==> config.mk <==
export PLATFORM = sky130hd
export DESIGN_NAME = hlef_link_event_flags
export DESIGN_NICKNAME = d
export VERILOG_FILES = /design/src/hlef_pkg.sv /design/src/hlef_flag_bank.sv /design/src/hlef_ahb_slave.sv /design/src/hlef_link_event_flags.sv
export SDC_FILE = /design/constraint.sdc
export NUM_CORES = 1
export LEC_CHECK = 0
export BUFFER_PORTS_ARGS = -buffer_cell sky130_fd_sc_hd__buf_2
export CAP_MARGIN = 20
export CORE_MARGIN = 8
export CORE_UTILIZATION = 50
export DETAILED_ROUTE_END_ITERATION = 7
export PLACE_DENSITY_LB_ADDON = 0.25
export SLEW_MARGIN = 20
export SYNTH_ARGS = -nofsm -noshare
export SYNTH_HDL_FRONTEND = slang
export SYNTH_SLANG_ARGS = --single-unit
==> constraint.sdc <==
create_clock -name ref_clk_i -period 5.4 [get_ports ref_clk_i]
set_input_delay 0.81 -clock ref_clk_i [delete_from_list [all_inputs] [get_ports ref_clk_i]]
set_output_delay 0.81 -clock ref_clk_i [all_outputs]
set_load 0.1 [all_outputs]
==> src/hlef_pkg.sv <==
// What this block does
// - End-of-reception flag, bit 3, sets when a complete message is received.
// - End-of-reception flag also sets when the receive buffer becomes full.
// - Flags reset to 0; a status read returns and clears every flag.
// - Checksum-error flag, bit 2, sets on a bad frame check sequence.
// - Abort flag, bit 1, sets on seven consecutive ones on the link.
// - Idle flag, bit 0, sets whenever the flag octet 0x7E is seen.
// - Enable bit 6, reset 0, gates start-of-transmission onto the interrupt.
// - Enable bit 5, reset 0, gates start-of-reception onto the interrupt.
// - Enable bit 4, reset 0, gates end-of-transmission onto the interrupt.
// - Enable bit 3, reset 0, gates end-of-reception onto the interrupt.
// - Status bits 6..4 sticky begin/end flags; bit 7 shows message kind.
// - Enable bits 2..0, reset 0, gate checksum, abort and idle events.
package hlef_pkg;
	// Register byte addresses
	localparam logic [31:0] STATUS_OFS = 32'h0000_0000;
	localparam logic [31:0] ENABLE_OFS = 32'h0000_0004;
	// Status and enable field positions
	localparam int unsigned BIT_IDLE = 0;
	localparam int unsigned BIT_ABORT = 1;
	localparam int unsigned BIT_FCS = 2;
	localparam int unsigned BIT_RX_END = 3;
	localparam int unsigned BIT_TX_END = 4;
	localparam int unsigned BIT_RX_BEGIN = 5;
	localparam int unsigned BIT_TX_BEGIN = 6;
	localparam int unsigned BIT_KIND = 7;
	localparam int unsigned NUM_EVT = 7;
	// Reset values
	localparam logic [NUM_EVT-1:0] FLAG_RST = 7'h00;
	localparam logic [NUM_EVT-1:0] ENABLE_RST = 7'h00;
	localparam logic [2:0] ONES_RST = 3'h0;
	localparam logic [7:0] SHIFT_RST = 8'h00;
	localparam logic [31:0] WORD_ZERO = 32'h0000_0000;
	// Link pattern constants
	localparam logic [2:0] ABORT_ONES = 3'h7;
	localparam logic [2:0] ONE_INC = 3'h1;
	localparam logic [7:0] FLAG_OCTET = 8'h7E;
	// Bus encodings
	localparam logic HRESP_OKAY = 1'b0;

	// Event pulses from the HDLC engines, one cycle each
	typedef struct packed {
		logic rx_msg_end;
		logic rx_buf_full;
		logic rx_fcs_bad;
		logic tx_begin;
		logic rx_begin;
		logic tx_end;
	} hlef_evt_s;

	// Register requests decoded from the bus
	typedef struct packed {
		logic rd;
		logic [31:0] rd_addr;
		logic wr;
		logic [31:0] wr_addr;
		logic [31:0] wdata;
	} hlef_req_s;

	typedef enum logic [1:0] {
		BUS_IDLE = 2'b01,
		BUS_WDATA = 2'b10
	} hlef_bus_state_e;
endpackage

==> src/hlef_flag_bank.sv <==
`timescale 1ns/1ps
module hlef_flag_bank (
	input wire logic ref_clk_i,
	input wire logic sys_rst_i,
	input wire logic [hlef_pkg::NUM_EVT-1:0] set_i,
	input wire logic [hlef_pkg::NUM_EVT-1:0] clr_i,
	output logic [hlef_pkg::NUM_EVT-1:0] flag_o
);
	typedef struct packed {
		logic [hlef_pkg::NUM_EVT-1:0] flag;
	} hlef_bank_s;

	hlef_bank_s st;
	hlef_bank_s next_st;
	logic [hlef_pkg::NUM_EVT-1:0] next_flag;

	// Sticky per bit; a set in the clearing cycle wins so no event is lost
	genvar gi;
	generate
		for (gi = 0; gi < hlef_pkg::NUM_EVT; gi++)
		begin : g_flag
			assign next_flag[gi] = set_i[gi] | (st.flag[gi] & ~clr_i[gi]);
		end
	endgenerate

	// Next state
	always_comb
	begin
		next_st = st;
		next_st.flag = next_flag;
	end

	// State register
	always_ff @(posedge ref_clk_i)
	begin
		if (sys_rst_i)
			st.flag <= hlef_pkg::FLAG_RST;
		else
			st <= next_st;
	end

	assign flag_o = st.flag;
endmodule // hlef_flag_bank

==> src/hlef_ahb_slave.sv <==
`timescale 1ns/1ps
module hlef_ahb_slave (
	input wire logic ref_clk_i,
	input wire logic sys_rst_i,
	input wire logic hsel_i,
	input wire logic [31:0] haddr_i,
	input wire logic [1:0] htrans_i,
	input wire logic hwrite_i,
	input wire logic [2:0] hsize_i,
	input wire logic hready_i,
	input wire logic [31:0] hwdata_i,
	input wire logic [31:0] rd_data_i,
	output hlef_pkg::hlef_req_s req_o,
	output logic [31:0] hrdata_o,
	output logic hreadyout_o,
	output logic hresp_o
);
	typedef struct packed {
		hlef_pkg::hlef_bus_state_e phase;
		logic [31:0] wr_addr;
		logic [31:0] hrdata;
	} hlef_slv_s;

	hlef_slv_s st;
	hlef_slv_s next_st;
	logic accept;

	// NONSEQ and SEQ both carry a transfer; size is not checked
	assign accept = hsel_i & hready_i & htrans_i[1];

	// Reads act at the address phase so read data sits in a flop
	always_comb
	begin
		next_st = st;
		req_o.rd = accept & ~hwrite_i;
		req_o.rd_addr = haddr_i;
		req_o.wr = (st.phase == hlef_pkg::BUS_WDATA);
		req_o.wr_addr = st.wr_addr;
		req_o.wdata = hwdata_i;
		if (req_o.rd)
			next_st.hrdata = rd_data_i;
		case (st.phase)
			hlef_pkg::BUS_IDLE:
			begin
				if (accept & hwrite_i)
				begin
					next_st.phase = hlef_pkg::BUS_WDATA;
					next_st.wr_addr = haddr_i;
				end
			end
			hlef_pkg::BUS_WDATA:
			begin
				// Write data phase lasts one cycle; a new write may follow
				if (accept & hwrite_i)
					next_st.wr_addr = haddr_i;
				else
					next_st.phase = hlef_pkg::BUS_IDLE;
			end
			default:
				next_st.phase = hlef_pkg::BUS_IDLE;
		endcase
	end

	// State register
	always_ff @(posedge ref_clk_i)
	begin
		if (sys_rst_i)
		begin
			st.phase <= hlef_pkg::BUS_IDLE;
			st.wr_addr <= hlef_pkg::WORD_ZERO;
			st.hrdata <= hlef_pkg::WORD_ZERO;
		end
		else
			st <= next_st;
	end

	// Zero wait states, always OKAY
	assign hrdata_o = st.hrdata;
	assign hreadyout_o = 1'b1;
	assign hresp_o = hlef_pkg::HRESP_OKAY;
	logic unused_size;
	assign unused_size = ^hsize_i;
endmodule // hlef_ahb_slave

==> src/hlef_link_event_flags.sv <==
// Added by the designer: the register addresses and the AHB-Lite interface to the registers.
`timescale 1ns/1ps
module hlef_link_event_flags (
	input wire logic ref_clk_i,
	input wire logic sys_rst_i,
	input wire logic hsel_i,
	input wire logic [31:0] haddr_i,
	input wire logic [1:0] htrans_i,
	input wire logic hwrite_i,
	input wire logic [2:0] hsize_i,
	input wire logic hready_i,
	input wire logic [31:0] hwdata_i,
	output logic [31:0] hrdata_o,
	output logic hreadyout_o,
	output logic hresp_o,
	input wire hlef_pkg::hlef_evt_s evt_i,
	input wire logic rx_message_kind_i,
	input wire logic rx_bit_en_i,
	input wire logic rx_bit_i,
	output logic irq_o
);
	typedef struct packed {
		logic [hlef_pkg::NUM_EVT-1:0] enable;
		logic kind;
		logic [2:0] ones_cnt;
		logic [7:0] shift;
	} hlef_top_s;

	hlef_top_s st;
	hlef_top_s next_st;
	hlef_pkg::hlef_req_s req;
	logic [hlef_pkg::NUM_EVT-1:0] flags;
	logic [hlef_pkg::NUM_EVT-1:0] set_vec;
	logic [hlef_pkg::NUM_EVT-1:0] clr_vec;
	logic [31:0] rd_data;
	logic [7:0] shift_in;
	logic abort_hit;
	logic octet_hit;
	logic rd_status;
	logic wr_status;
	logic wr_enable;
	logic [hlef_pkg::NUM_EVT-1:0] masked;

	hlef_ahb_slave u_slave (
		.ref_clk_i(ref_clk_i),
		.sys_rst_i(sys_rst_i),
		.hsel_i(hsel_i),
		.haddr_i(haddr_i),
		.htrans_i(htrans_i),
		.hwrite_i(hwrite_i),
		.hsize_i(hsize_i),
		.hready_i(hready_i),
		.hwdata_i(hwdata_i),
		.rd_data_i(rd_data),
		.req_o(req),
		.hrdata_o(hrdata_o),
		.hreadyout_o(hreadyout_o),
		.hresp_o(hresp_o)
	);

	hlef_flag_bank u_flags (
		.ref_clk_i(ref_clk_i),
		.sys_rst_i(sys_rst_i),
		.set_i(set_vec),
		.clr_i(clr_vec),
		.flag_o(flags)
	);

	// Link bit stream, sent LSB first, shifts in from the top
	assign shift_in = {rx_bit_i, st.shift[7:1]};
	// Seventh one in a row; a longer run raises no second event
	assign abort_hit = rx_bit_en_i & rx_bit_i
		& (st.ones_cnt == hlef_pkg::ABORT_ONES - hlef_pkg::ONE_INC);
	assign octet_hit = rx_bit_en_i
		& (shift_in == hlef_pkg::FLAG_OCTET);

	// Event sources onto flag positions
	always_comb
	begin
		set_vec = hlef_pkg::FLAG_RST;
		set_vec[hlef_pkg::BIT_RX_END] = evt_i.rx_msg_end
			| evt_i.rx_buf_full;
		set_vec[hlef_pkg::BIT_FCS] = evt_i.rx_fcs_bad;
		set_vec[hlef_pkg::BIT_ABORT] = abort_hit;
		set_vec[hlef_pkg::BIT_IDLE] = octet_hit;
		set_vec[hlef_pkg::BIT_TX_BEGIN] = evt_i.tx_begin;
		set_vec[hlef_pkg::BIT_RX_BEGIN] = evt_i.rx_begin;
		set_vec[hlef_pkg::BIT_TX_END] = evt_i.tx_end;
	end

	// Register decode
	assign rd_status = req.rd & (req.rd_addr == hlef_pkg::STATUS_OFS);
	assign wr_status = req.wr & (req.wr_addr == hlef_pkg::STATUS_OFS);
	assign wr_enable = req.wr & (req.wr_addr == hlef_pkg::ENABLE_OFS);

	// A read clears every flag it returns, not the kind bit; a written one clears as well
	always_comb
	begin
		clr_vec = hlef_pkg::FLAG_RST;
		if (rd_status)
			clr_vec = ~hlef_pkg::FLAG_RST;
		if (wr_status)
			clr_vec = clr_vec | req.wdata[hlef_pkg::NUM_EVT-1:0];
	end

	// Read mux; unmapped addresses read zero
	always_comb
	begin
		rd_data = hlef_pkg::WORD_ZERO;
		if (req.rd_addr == hlef_pkg::STATUS_OFS)
		begin
			rd_data[hlef_pkg::NUM_EVT-1:0] = flags;
			rd_data[hlef_pkg::BIT_KIND] = st.kind;
		end
		else if (req.rd_addr == hlef_pkg::ENABLE_OFS)
			rd_data[hlef_pkg::NUM_EVT-1:0] = st.enable;
	end

	// Enable register, run-length counter and octet shifter
	always_comb
	begin
		next_st = st;
		next_st.kind = rx_message_kind_i;
		if (wr_enable)
			// Only bits 6..0 exist, bit 7 is dropped
			next_st.enable = req.wdata[hlef_pkg::NUM_EVT-1:0];
		if (rx_bit_en_i)
		begin
			next_st.shift = shift_in;
			if (!rx_bit_i)
				next_st.ones_cnt = hlef_pkg::ONES_RST;
			else if (st.ones_cnt != hlef_pkg::ABORT_ONES)
				next_st.ones_cnt = st.ones_cnt + hlef_pkg::ONE_INC;
		end
	end

	// State register
	always_ff @(posedge ref_clk_i)
	begin
		if (sys_rst_i)
		begin
			st.enable <= hlef_pkg::ENABLE_RST;
			st.kind <= 1'b0;
			st.ones_cnt <= hlef_pkg::ONES_RST;
			st.shift <= hlef_pkg::SHIFT_RST;
		end
		else
			st <= next_st;
	end

	// Each flag reaches the request only through its own enable bit
	genvar gi;
	generate
		for (gi = 0; gi < hlef_pkg::NUM_EVT; gi++)
		begin : g_mask
			assign masked[gi] = flags[gi]
				& st.enable[gi];
		end
	endgenerate

	// Level request from flops; flags record events even when masked
	assign irq_o = |masked;

	// Per flag: it stays until a clear reaches it, and a clear with no
	// event in the same cycle always takes it down
	genvar gk;
	generate
		for (gk = 0; gk < hlef_pkg::NUM_EVT; gk++)
		begin : g_flag_chk

		end
	endgenerate
endmodule // hlef_link_event_flags

Yosys cells after proc, flatten, opt, wreduce, memory -nomap -nowiden. Cells that the tools add are included.

Memories: 0. Memory bits (read-only): 0. Output and inout bits: 35. RAM bits: 0. Register bits: 68. Input port bits: 83. Bits in latches: 0.

Equal/unequal tests: 11. Add/sub/neg operators: 1. Bitwise operators: 41. Reduce and logical (&&, ||, !) cells: 7. Shift operators: 0. $mul: 0. $lt $le $gt $ge: 0. Muxes and demuxes: 12. Divide/modulo/power cells: 0.

Operator list (count): $eq A32 B3 Y1 const B (2); $logic_not A32 Y1 (2); $pmux W32 S2 (1); $mux W34 (1); $mux W32 (1); $mux W7 (4); $and A1 B1 Y1 (24); $eq A8 B7 Y1 const B (1); $not A1 Y1 (8); $or A1 B1 Y1 (8); $or A7 B7 Y7 (1); $reduce_or A7 Y1 (1); $mux W3 (2); $ne A2 B1 Y1 const B (3); $pmux W2 S2 (1); $reduce_and A2 Y1 (2); $add A3 B1 Y3 const B (1); $eq A3 B3 Y1 const B (1); $ne A3 B3 Y1 const B (1); $reduce_and A3 Y1 (1); $eq A2 B1 Y1 const B (1); $eq A2 B2 Y1 const B (1); $mux W2 (1); $ne A2 B2 Y1 const B (1); other kinds (2) (2).

Longest topological paths before layout. Gate-level depths: netlist of the first run.

Word-level depth: 10. Depth in mapped cells: 7. Depth with buffers taken out: 6.

Modules after synthesis. From an unflattened synthesis of the first run, not the netlist that was laid out.

Cell total of the unflattened synthesis: 576. Area total of the unflattened synthesis: 5063.6 um^2.

Modules (own cells, without submodules): hlef_ahb_slave (area an instance 3593.4 um^2, instances 1, cells each 417); hlef_link_event_flags (area an instance 1172.4 um^2, instances 1, cells each 131); hlef_flag_bank (area an instance 297.8 um^2, instances 1, cells each 28).

Worst setup path before layout of the first run. Ideal clock, no wire load.

Kind: register to output. Start point: reg u_flags.st, in the netlist u_flags.flag_o[3]. End point: out irq_o. Path buffers: 0. Data arrival time: 1396 ps. Required time: 4590 ps. Stages on the path, launching flop included: 3. Slack: 3194 ps. Cell sequence: dfxtp_1 > a222oi_1 > nand3_1.

Cells in the longest elaborated chain, start to end: 2.

Ends and longest elaborated chain: start: declaration (line hlef_flag_bank.sv:13) `hlef_bank_s st;`; start signal: assignment (line hlef_flag_bank.sv:39) `st <= next_st;`; $and A1 B1 Y1 (line hlef_link_event_flags.sv:157) `& st.enable[gi];`; $reduce_or A7 Y1 (line hlef_link_event_flags.sv:162) `assign irq_o = |masked;`; end: declaration (line hlef_link_event_flags.sv:20) `output logic irq_o`.

Every way passes these cells.

Worst setup path in the final report of the first run.
Start point: reg u_slave.st[64] in the netlist's numbering. End point: reg u_flags.st, in the netlist u_flags.flag_o[1].

Cells in the longest elaborated chain, start to end: 6.

Ends and longest elaborated chain: start: declaration (line hlef_ahb_slave.sv:24) `hlef_slv_s st;`; start signal: assignment (line hlef_ahb_slave.sv:74) `st <= next_st;`; $eq A2 B2 Y1 (line hlef_ahb_slave.sv:37) `req_o.wr = (st.phase == hlef_pkg::BUS_WDATA);`; $and A1 B1 Y1 (line hlef_link_event_flags.sv:93) `assign wr_status = req.wr & (req.wr_addr == hlef_pkg::STATUS_OFS);`; $mux W7 (line hlef_link_event_flags.sv:102) `if (wr_status)`; $not A1 Y1 (line hlef_flag_bank.sv:22) `assign next_flag[gi] = set_i[gi] | (st.flag[gi] & ~clr_i[gi]);`; $and A1 B1 Y1 (line hlef_flag_bank.sv:22); $or A1 B1 Y1 (line hlef_flag_bank.sv:22).

Every way passes these cells. A chain may end at the register's enable or synchronous reset.

==> results of run 1 <==
[area by class of cell]
cell class / instances / area [µm²]
clock buffers: 9 / 123.9
clock inverters: 7 / 125.1
fillers: 580 / 2656
inverters: 12 / 45.04
multi-input cells: 267 / 1572
flip-flops and latches: 67 / 1341
well taps: 77 / 96.34
repair buffers: 63 / 317.8
[metrics by stage]
step / hold WS [ns] / worst slack [ns]
4_1_cts: 0.4509 / 3.029
3_5_place_dp: 0.4427 / 2.951
3_3_place_gp: 0.4353 / 2.920
2_1_floorplan: 0.4322 / 3.194
5_1_grt: 0.4685 / 2.806
6_report: 0.4468 / 3.041
[flip-flops by register name (all words and copies together) (netlist names)]
| name | flops |
|---|---|
| u_slave.hrdata_o | 8 |
| u_slave.req_o | 32 |
| st | 11 |
| u_slave.st | 2 |
| u_flags.flag_o | 7 |
| shift_in | 7 |
[worst min path at each step]
stage | slack, ns | depth (start not counted) | startpoint | end
floorplan | 0.43 | 2 | u_slave.hrdata_o[7]$_SDFFE_PP0N_ | u_slave.hrdata_o[7]$_SDFFE_PP0N_
global placement | 0.44 | 2 | u_slave.hrdata_o[7]$_SDFFE_PP0N_ | u_slave.hrdata_o[7]$_SDFFE_PP0N_
detailed placement | 0.44 | 2 | u_slave.hrdata_o[0]$_SDFFE_PP0N_ | u_slave.hrdata_o[0]$_SDFFE_PP0N_
CTS | 0.45 | 2 | u_slave.hrdata_o[3]$_SDFFE_PP0N_ | u_slave.hrdata_o[3]$_SDFFE_PP0N_
global route | 0.47 | 2 | u_slave.hrdata_o[0]$_SDFFE_PP0N_ | u_slave.hrdata_o[0]$_SDFFE_PP0N_
finish | 0.45 | 2 | u_slave.hrdata_o[3]$_SDFFE_PP0N_ | u_slave.hrdata_o[3]$_SDFFE_PP0N_
[power breakdown]
part,total (mW),internal (mW),switching [mW]
Combinational,0.197,0.0430,0.154
Sequential,0.526,0.513,0.0129
Clock,0.512,0.310,0.202
[logic make-up (layout without fill, tap and decap cells)]
group	Yosys count	count (layout)
compound gates	82	82
fa+ha+maj	5	5
buf+inv	68	91
flops	67	67
mux	13	13
other cells	2	26
simple gates	141	141
[worst max-delay path, cell delays in order, from the launching register on]
cell and delay (ns):
dfxtp_1 0.32, inv_1 0.07, ha_1 0.21, nor4b_1 0.39, nand4_1 0.57, o41ai_1 0.53, o22ai_1 0.12
[per-layer routing]
layer  vias to the layer above  track usage, %  wire (µm)
li1                       1358               -          -
met1                      1203           18.99       3161
met2                        63           25.71       3314
met3                        12           5.070        473
met4                         0           7.426        120
met5                         -               0          0
[cell usage in the layout (no fill, tap or decap), types with 9 or more instances in the layout]
cell	netlist	routed
nand4_1	11	11
conb_1	2	26
mux2i_1	13	13
dfxtp_1	67	67
buf_2	2	62
nand2_1	77	77
inv_1	12	12
a21oi_1	53	53
or4_1	9	9
clkbuf_8	0	9
nor2_1	12	12
==> results_dict.tcl, run 1 <==
set metrics [dict create \
    synthMuxAreaShare_pct 4.070 \
    grt_pass1_wl_mm 11.41 \
    period_share_pct 43.68 \
    total_power_mw 1.235 \
    hp-class "reg2reg" \
    clock_latency_ns 0.35 \
    max_cap_violations 0 \
    drc 0 \
    ys_seq_area_share_pct 41.96 \
    reg2reg_depth 6 \
    rsz0062_at_grt "false" \
    tightest_slew_ns 0.7220 \
    place_area_um2 3372 \
    relSlewSlack_pct 51.74 \
    synth_top_cell_area_share_pct 41.96 \
    power_density_nw_per_um2 341.2 \
    period_needed_ns 2.359 \
    ir_drop_mv 0.1650 \
    finalHoldViolCount 0 \
    antenna_left 0 \
    cts_setup_buffers 0 \
    cts_buffers 9 \
    hpwl_mm 5.084 \
    cp_data_required_time_ns 5.60 \
    rows 29 \
    drt_wl_total_mm 7.069 \
    grt_use_total_pct 15.97 \
    cts_max_path_buffers 2 \
    synth_common_cells "nand2_1 (77), dfxtp_1 (67), a21oi_1 (53)" \
    synth.most_common_cell "nand2_1" \
    reg2reg_from "u_slave.st[64]$_SDFFE_PP1P_" \
    ctsResizeCount 0 \
    crit_path_end_kind "flop" \
    power.static_leakage_nw 1.486 \
    cts_tree "done" \
    yosys_warnings 0 \
    nets 508 \
    synthFlopType "dfxtp_1" \
    dieArea_um2 9208 \
    vias_per_cell 5.251 \
    reg2reg_to "u_flags.flag_o[1]$_SDFF_PP0_" \
    cp-start-kind "flop" \
    grt_max_degree 65 \
    cts_hold_buf 0 \
    synth_fa_ha_area_share_pct 1.957 \
    syn_area_um2 3197 \
    timing.reg2reg.setup_slack_ns 3.04 \
    start_util_pct 50.93 \
    synth_top_family_by_area "simple AND/OR/NAND/NOR gates" \
    crit_path_end "u_flags.flag_o[1]$_SDFF_PP0_" \
    path_class "reg2reg" \
    finalNonFillerCells 502 \
    syn_avg_cell_area_um2 8.457 \
    cts_root_buf "clkbuf_8" \
    utilization_pct 57.68 \
    finalSetupViolCount 0 \
    area_growth_syn_to_layout_pct 13.27 \
    startpoint "u_slave.st[64]$_SDFFE_PP1P_" \
    synthXorXnorAreaFrac_pct 0 \
    antenna_cells 0 \
    syn_inst 378 \
    fp.dieH_um 95.96 \
    max_freq_ghz 0.4239 \
    portBuffers 62 \
    async_flop_share_pct 0 \
    synthDistinctLibCells 41 \
    synth-edff-count 0 \
    layout-drive-gt1-share_pct 21.65 \
    firstDrtPassIters 4 \
    clkTransAtPathRegs_ns 0.07 \
    h-tree-depth 3 \
    skew_ns 0.01385 \
    synth_area_leaders "dfxtp_1 (42%), nand2_1 (9.0%), a21oi_1 (8.3%), buf_4 (8.0%), mux2i_1 (4.1%)" \
    finalSetupTns_ns 0 \
    ys_ff_latch 67 \
    finalInstanceArea_um2 3621 \
    core_um2 6277 \
    critical_path_arrival_ns 2.56 \
    gp_congestion 0.9038 \
    synth_area_leader_cell "dfxtp_1" \
    drt_iter0_markers 208 \
    status "finished clean" \
    cts_sinks 67 \
    synth-compound-area-share_pct 16.09 \
    grt_pass1_vias 2535 \
    avgRoutedWirePerCell_um 14.08 \
    grt-ovfl-total 0 \
    dpl.cell_count 486 \
    drv_slew 0 \
    antenna_found_initial 0 \
    synthSimpleGateAreaFrac_pct 23.64 \
    die_x_um 95.96 \
    worstPathMaxFanout 14 \
    ioPinCount 118 \
    vias 2636 \
]
Note: power is estimated with default switching activity, not from simulation.
==> run 2, diff against run 1 <==
Settings changed: ABC_AREA from default to 1, CORE_UTILIZATION 50 to 45.
Clock period 5.4 ns to 2.1 ns, I/O delays scaled along.
==> results_dict.tcl, run 2 <==
set metrics [dict create \
    synth_top_family_by_area "simple AND/OR/NAND/NOR gates" \
    grt_max_degree 40 \
    syn_avg_cell_area_um2 7.001 \
    area_growth_syn_to_layout_pct 13.49 \
    finalInstanceArea_um2 3631 \
    switching_share_pct 34.23 \
    path_class "reg2out" \
    relSlewSlack_pct 58.87 \
    ioPinCount 118 \
    start_util_pct 46.83 \
    async_flop_share_pct 0 \
    utilization_pct 53.15 \
    vias 2883 \
    combPwrFrac_pct 24.1 \
    seq_power_share_pct 47.7 \
    place_area_um2 3477 \
    ys_ff_latch 67 \
    cts_setup_buffers 0 \
    cp_num_buf_inv 1 \
    layout_common_cells "nor2_1 (122), dfxtp_1 (67), nand2_1 (64)" \
    postLayoutSetupSlackWorst_ns 0.3231 \
    max_freq_ghz 0.5628 \
    portBuffers 62 \
    synth_area_leader_cell "dfxtp_1" \
    fp.dieH_um 100.3 \
    drv_slew 0 \
    synth_common_cells "nor2_1 (122), dfxtp_1 (67), nand2_1 (64)" \
    power.static_leakage_nw 1.690 \
    nets 603 \
    critPathMostFrequentCell "nand2_1" \
    cp_data_required_time_ns 1.78 \
    grt_use_total_pct 14.98 \
    grt_pass1_wl_mm 12.28 \
    firstDrtPassIters 7 \
    antenna_cells 0 \
    layout-drive-gt1-share_pct 18.27 \
    rsz0062_at_grt "false" \
    core_um2 6832 \
    vias_per_cell 4.680 \
    final_common_cell "nor2_1" \
    synth-edff-count 0 \
    crit_path_end_kind "primary output" \
    clkTransAtPathRegs_ns 0.07 \
    synthFlopType "dfxtp_1" \
    status "finished clean" \
    cts_buffers 9 \
    finalHoldViolCount 0 \
    largest_reg_flops 32 \
    synth_fa_ha_area_share_pct 1.955 \
    cp-start-kind "flop" \
    die_x_um 100.3 \
    rows 30 \
    worstPathCellList "nand2_1, nand2_1, a221oi_1, nand4_1, buf_2" \
    period_share_pct 84.61 \
    cpPeakStageDelay_ns 0.33 \
    clockPowerShare_pct 28.3 \
    path_delay_family "flip-flops" \
    synth_area_leaders "dfxtp_1 (42%), nor2_1 (14%), buf_4 (8.2%), nand2_1 (7.5%), o21ai_0 (6.4%)" \
    drc 0 \
    cts_sinks 67 \
    p_int_mw 2.041 \
    worstPathMaxFanout 3 \
    grt-ovfl-total 0 \
    power_density_nw_per_um2 854.7 \
    period_needed_ns 1.777 \
    skew_ns 0.009479 \
    ctsResizeCount 0 \
    antenna_left 0 \
    fin_hold_ws_ns 0.1846 \
    cts_hold_buf 0 \
    synthMuxAreaShare_pct 0 \
    p_sw_mw 1.062 \
    gp_congestion 0.8519 \
    syn_inst 457 \
    clock_latency_ns 0.33 \
    max_cap_violations 0 \
    antenna_found_initial 0 \
    ys_seq_area_share_pct 41.92 \
    cp_slowest_cell "dfxtp_1" \
    grt_pass1_vias 2757 \
    critical_path_arrival_ns 1.46 \
    synth.most_common_cell "nor2_1" \
    hpwl_mm 5.510 \
    h-tree-depth 3 \
    synthXorXnorAreaFrac_pct 0 \
    finalSetupTns_ns 0 \
    dpl_worst_slack_ns 0.4163 \
    cts_tree "done" \
    syn_area_um2 3199 \
    yosys_warnings 0 \
    synthSimpleGateAreaFrac_pct 32.81 \
    synthDistinctLibCells 23 \
    dieArea_um2 10060 \
    ir_drop_mv 0.3666 \
    cts_root_buf "clkbuf_8" \
    finalSetupViolCount 0 \
    synth_top_cell_area_share_pct 41.92 \
    drt_wl_total_mm 7.412 \
    drt_iter0_markers 182 \
    synth-compound-area-share_pct 9.621 \
    cts_max_path_buffers 2 \
    avgRoutedWirePerCell_um 12.03 \
    hp-class "in2reg" \
    tightest_slew_ns 0.6147 \
]
## run 2: power groups by stage
stage	clock (mW)	sequential, mW	combinational [mW]
floorplan	0	1.49	0.633
global placement	0	1.50	0.732
detailed placement	0	1.51	0.744
CTS	0.900	1.48	0.749
global route	0.947	1.50	0.839
finish	0.877	1.48	0.747
## run 2: cells by family (layout without fill, tap and decap cells)
family                   after synthesis  count (layout)
AND/OR/NAND/NOR                      245             245
buffers and inverters                 78             117
flip-flops                            67              67
AO/OA/AOI/OAI                         60              60
adder cells (fa/ha/maj)                5               5
other                                  2              26
## run 2: per-layer routing
metal  share of wire [%]  vias up  wire (µm)  GRT usage [%]
li1                    -     1514          -              -
met1                  45     1285       3351          18.23
met2                  48       75       3571          25.13
met3                 5.1        9        376          2.145
met4                 1.5        0        113          7.442
met5                   0        -          0              0
## run 2: final cells by class
type | instances | area (µm²)
Tap cell | 96 | 120.1
Clock buffer | 13 | 138.9
Sequential cell | 67 | 1341
Multi-Input combinational cell | 336 | 1518
Inverter | 28 | 105.1
Clock inverter | 3 | 15.01
Fill cell | 711 | 3201
Timing Repair Buffer | 73 | 392.9
## run 2: worst paths after layout
kind                             startpoint                        endpoint  slack, ns  cells after the start
max reg2reg     u_slave.st[64]$_SDFFE_PP1P_  u_slave.req_o[47]$_SDFFE_PP0P_       0.49                      8
min                       rx_message_kind_i               st[11]$_SDFF_PP0_       0.18                      3
min reg2reg  u_slave.req_o[35]$_SDFFE_PP0P_  u_slave.req_o[35]$_SDFFE_PP0P_       0.46                      2
max            u_flags.flag_o[6]$_SDFF_PP0_                           irq_o       0.32                      5
## run 2: worst min-delay path, stage by stage
cell and delay [ns]:
buf_2 0.09, inv_1 0.04, nor2_1 0.03
## run 2: metrics by stage
stage          power [mW]  cells
2_1_floorplan       2.122    481
3_3_place_gp        2.232    600
3_5_place_dp        2.250    600
4_1_cts             3.128    616
5_1_grt             3.283    616
6_report            3.104    616
==> run 3, diff against run 2 <==
Clock period 2.1 ns to 1.61 ns, I/O delays scaled along.
==> results_dict.tcl, run 3 (synthesis results as in run 2) <==
set metrics [dict create \
    die_x_um 100.3 \
    avgRoutedWirePerCell_um 11.66 \
    cts_sinks 67 \
    dpl.cell_count 603 \
    skew_ns 0.008328 \
    largest_reg_flops 32 \
    period_share_pct 99.82 \
    fp.dieH_um 100.3 \
    grt-ovfl-total 0 \
    firstDrtPassIters 4 \
    antenna_left 0 \
    drc 0 \
    utilization_pct 54.76 \
    cts_max_path_buffers 2 \
    cts_tree "done" \
    cpPeakStageDelay_ns 0.33 \
    crit_path_end_kind "primary output" \
    drt_wl_total_mm 7.239 \
    h-tree-depth 3 \
    ioPinCount 118 \
    grt_max_degree 40 \
    cts_hold_buf 0 \
    cts_buffers 9 \
    critPathMostFrequentCell "nand2_2" \
    grt_pass1_vias 2823 \
    antenna_found_initial 0 \
    cp_data_required_time_ns 1.37 \
    vias 2867 \
    reg2reg_depth 7 \
    start_util_pct 46.83 \
    rows 30 \
    antenna_cells 0 \
    critical_path_arrival_ns 1.37 \
    worstPathCellList "nand2_2, nand2_2, a221oi_2, nand4_1, buf_12" \
    dpl_worst_slack_ns 0.1229 \
    hpwl_mm 5.522 \
    status "finished clean" \
    power.static_leakage_nw 1.733 \
    nFillCells 708 \
    power_density_nw_per_um2 1119 \
    gp_congestion 0.8088 \
    final_common_cell "nor2_1" \
    clock_latency_ns 0.34 \
    grt_use_total_pct 14.82 \
    layout_common_cells "nor2_1 (122), dfxtp_1 (63), nand2_1 (61), buf_2 (61), o21ai_0 (40)" \
    period_needed_ns 1.607 \
    finalNonFillerCells 621 \
    max_freq_ghz 0.6222 \
    core_um2 6832 \
    total_power_mw 4.187 \
    rsz0062_at_grt "true" \
    area_growth_syn_to_layout_pct 16.93 \
    portBuffers 62 \
    dieArea_um2 10060 \
    holdPathStages 3 \
    cts_root_buf "clkbuf_8" \
    layout-drive-gt1-share_pct 21.14 \
    finalSetupViolCount 0 \
    worstPathMaxFanout 3 \
    vias_per_cell 4.617 \
    clkTransAtPathRegs_ns 0.07 \
    path_class "reg2out" \
    postLayoutSetupSlackWorst_ns 0.002873 \
    finalHoldViolCount 0 \
    grt_pass1_wl_mm 12.10 \
    drv_slew 0 \
    hp-class "in2reg" \
    cp-start-kind "flop" \
    max_cap_violations 0 \
    cp_slowest_cell "dfxtp_2" \
    drt_iter0_markers 91 \
    nets 608 \
    ir_drop_mv 0.5450 \
]
-- run 3: power breakdown --
group          internal (mW)  switching [mW]
Sequential              1.84          0.0879
Clock                  0.638           0.625
Combinational          0.297           0.702
-- run 3: worst max-delay path: cells and delay by family, from the launching register on --
kind,cells,cell delay [ns]
buf+inv,1,0.21
simple gates,3,0.30
compound gates,1,0.19
flops,1,0.33
-- run 3: through the flow --
step | instance area [µm²] | TNS [ns] | hold WS (ns)
2_1_floorplan | 3296 | -0.1276 | 0.3106
3_3_place_gp | 3518 | 0 | 0.4408
3_5_place_dp | 3518 | 0 | 0.4461
4_1_cts | 3705 | 0 | 0.08705
5_1_grt | 3741 | -0.08385 | 0.08307
6_report | 3741 | 0 | 0.1049
-- run 3: metal layers --
layer  global-route usage [%]  vias up  part of all wire, %
li1                         -     1524                    -
met1                    17.05     1259                   45
met2                    25.08       74                   48
met3                    3.599       10                  5.6
met4                    7.209        0                  1.7
met5                        0        -                    0
-- run 3: repair_timing --
| action | CTS | global route |
|---|---|---|
| setup endpoints to repair | 1 | 2 |
| gates cloned | 0 | 0 |
| gates resized for setup | 2 | 10 |
| setup buffers | 0 | 2 |
| pin swaps | 0 | 1 |
-- run 3: final cells by class --
cell class                      instances  area (µm²)  share of cell area (%)
Timing Repair Buffer                   78       457.9                   12.24
Clock buffer                           12       155.1                   4.147
Inverter                               28       105.1                   2.809
Sequential cell                        67        1346                   35.99
Clock inverter                          4       25.02                  0.6689
Tap cell                               96       120.1                   3.211
Multi-Input combinational cell        336        1531                   40.94
-- run 3: worst paths after layout --
kind	from	end	slack, ns
max	st[15]$_SDFFE_PP0P_	irq_o	0.003
min	rx_message_kind_i	st[11]$_SDFF_PP0_	0.10
max reg2reg	u_slave.st[64]$_SDFFE_PP1P_	u_slave.req_o[56]$_SDFFE_PP0P_	0.15
min reg2reg	u_slave.req_o[35]$_SDFFE_PP0P_	u_slave.req_o[35]$_SDFFE_PP0P_	0.46
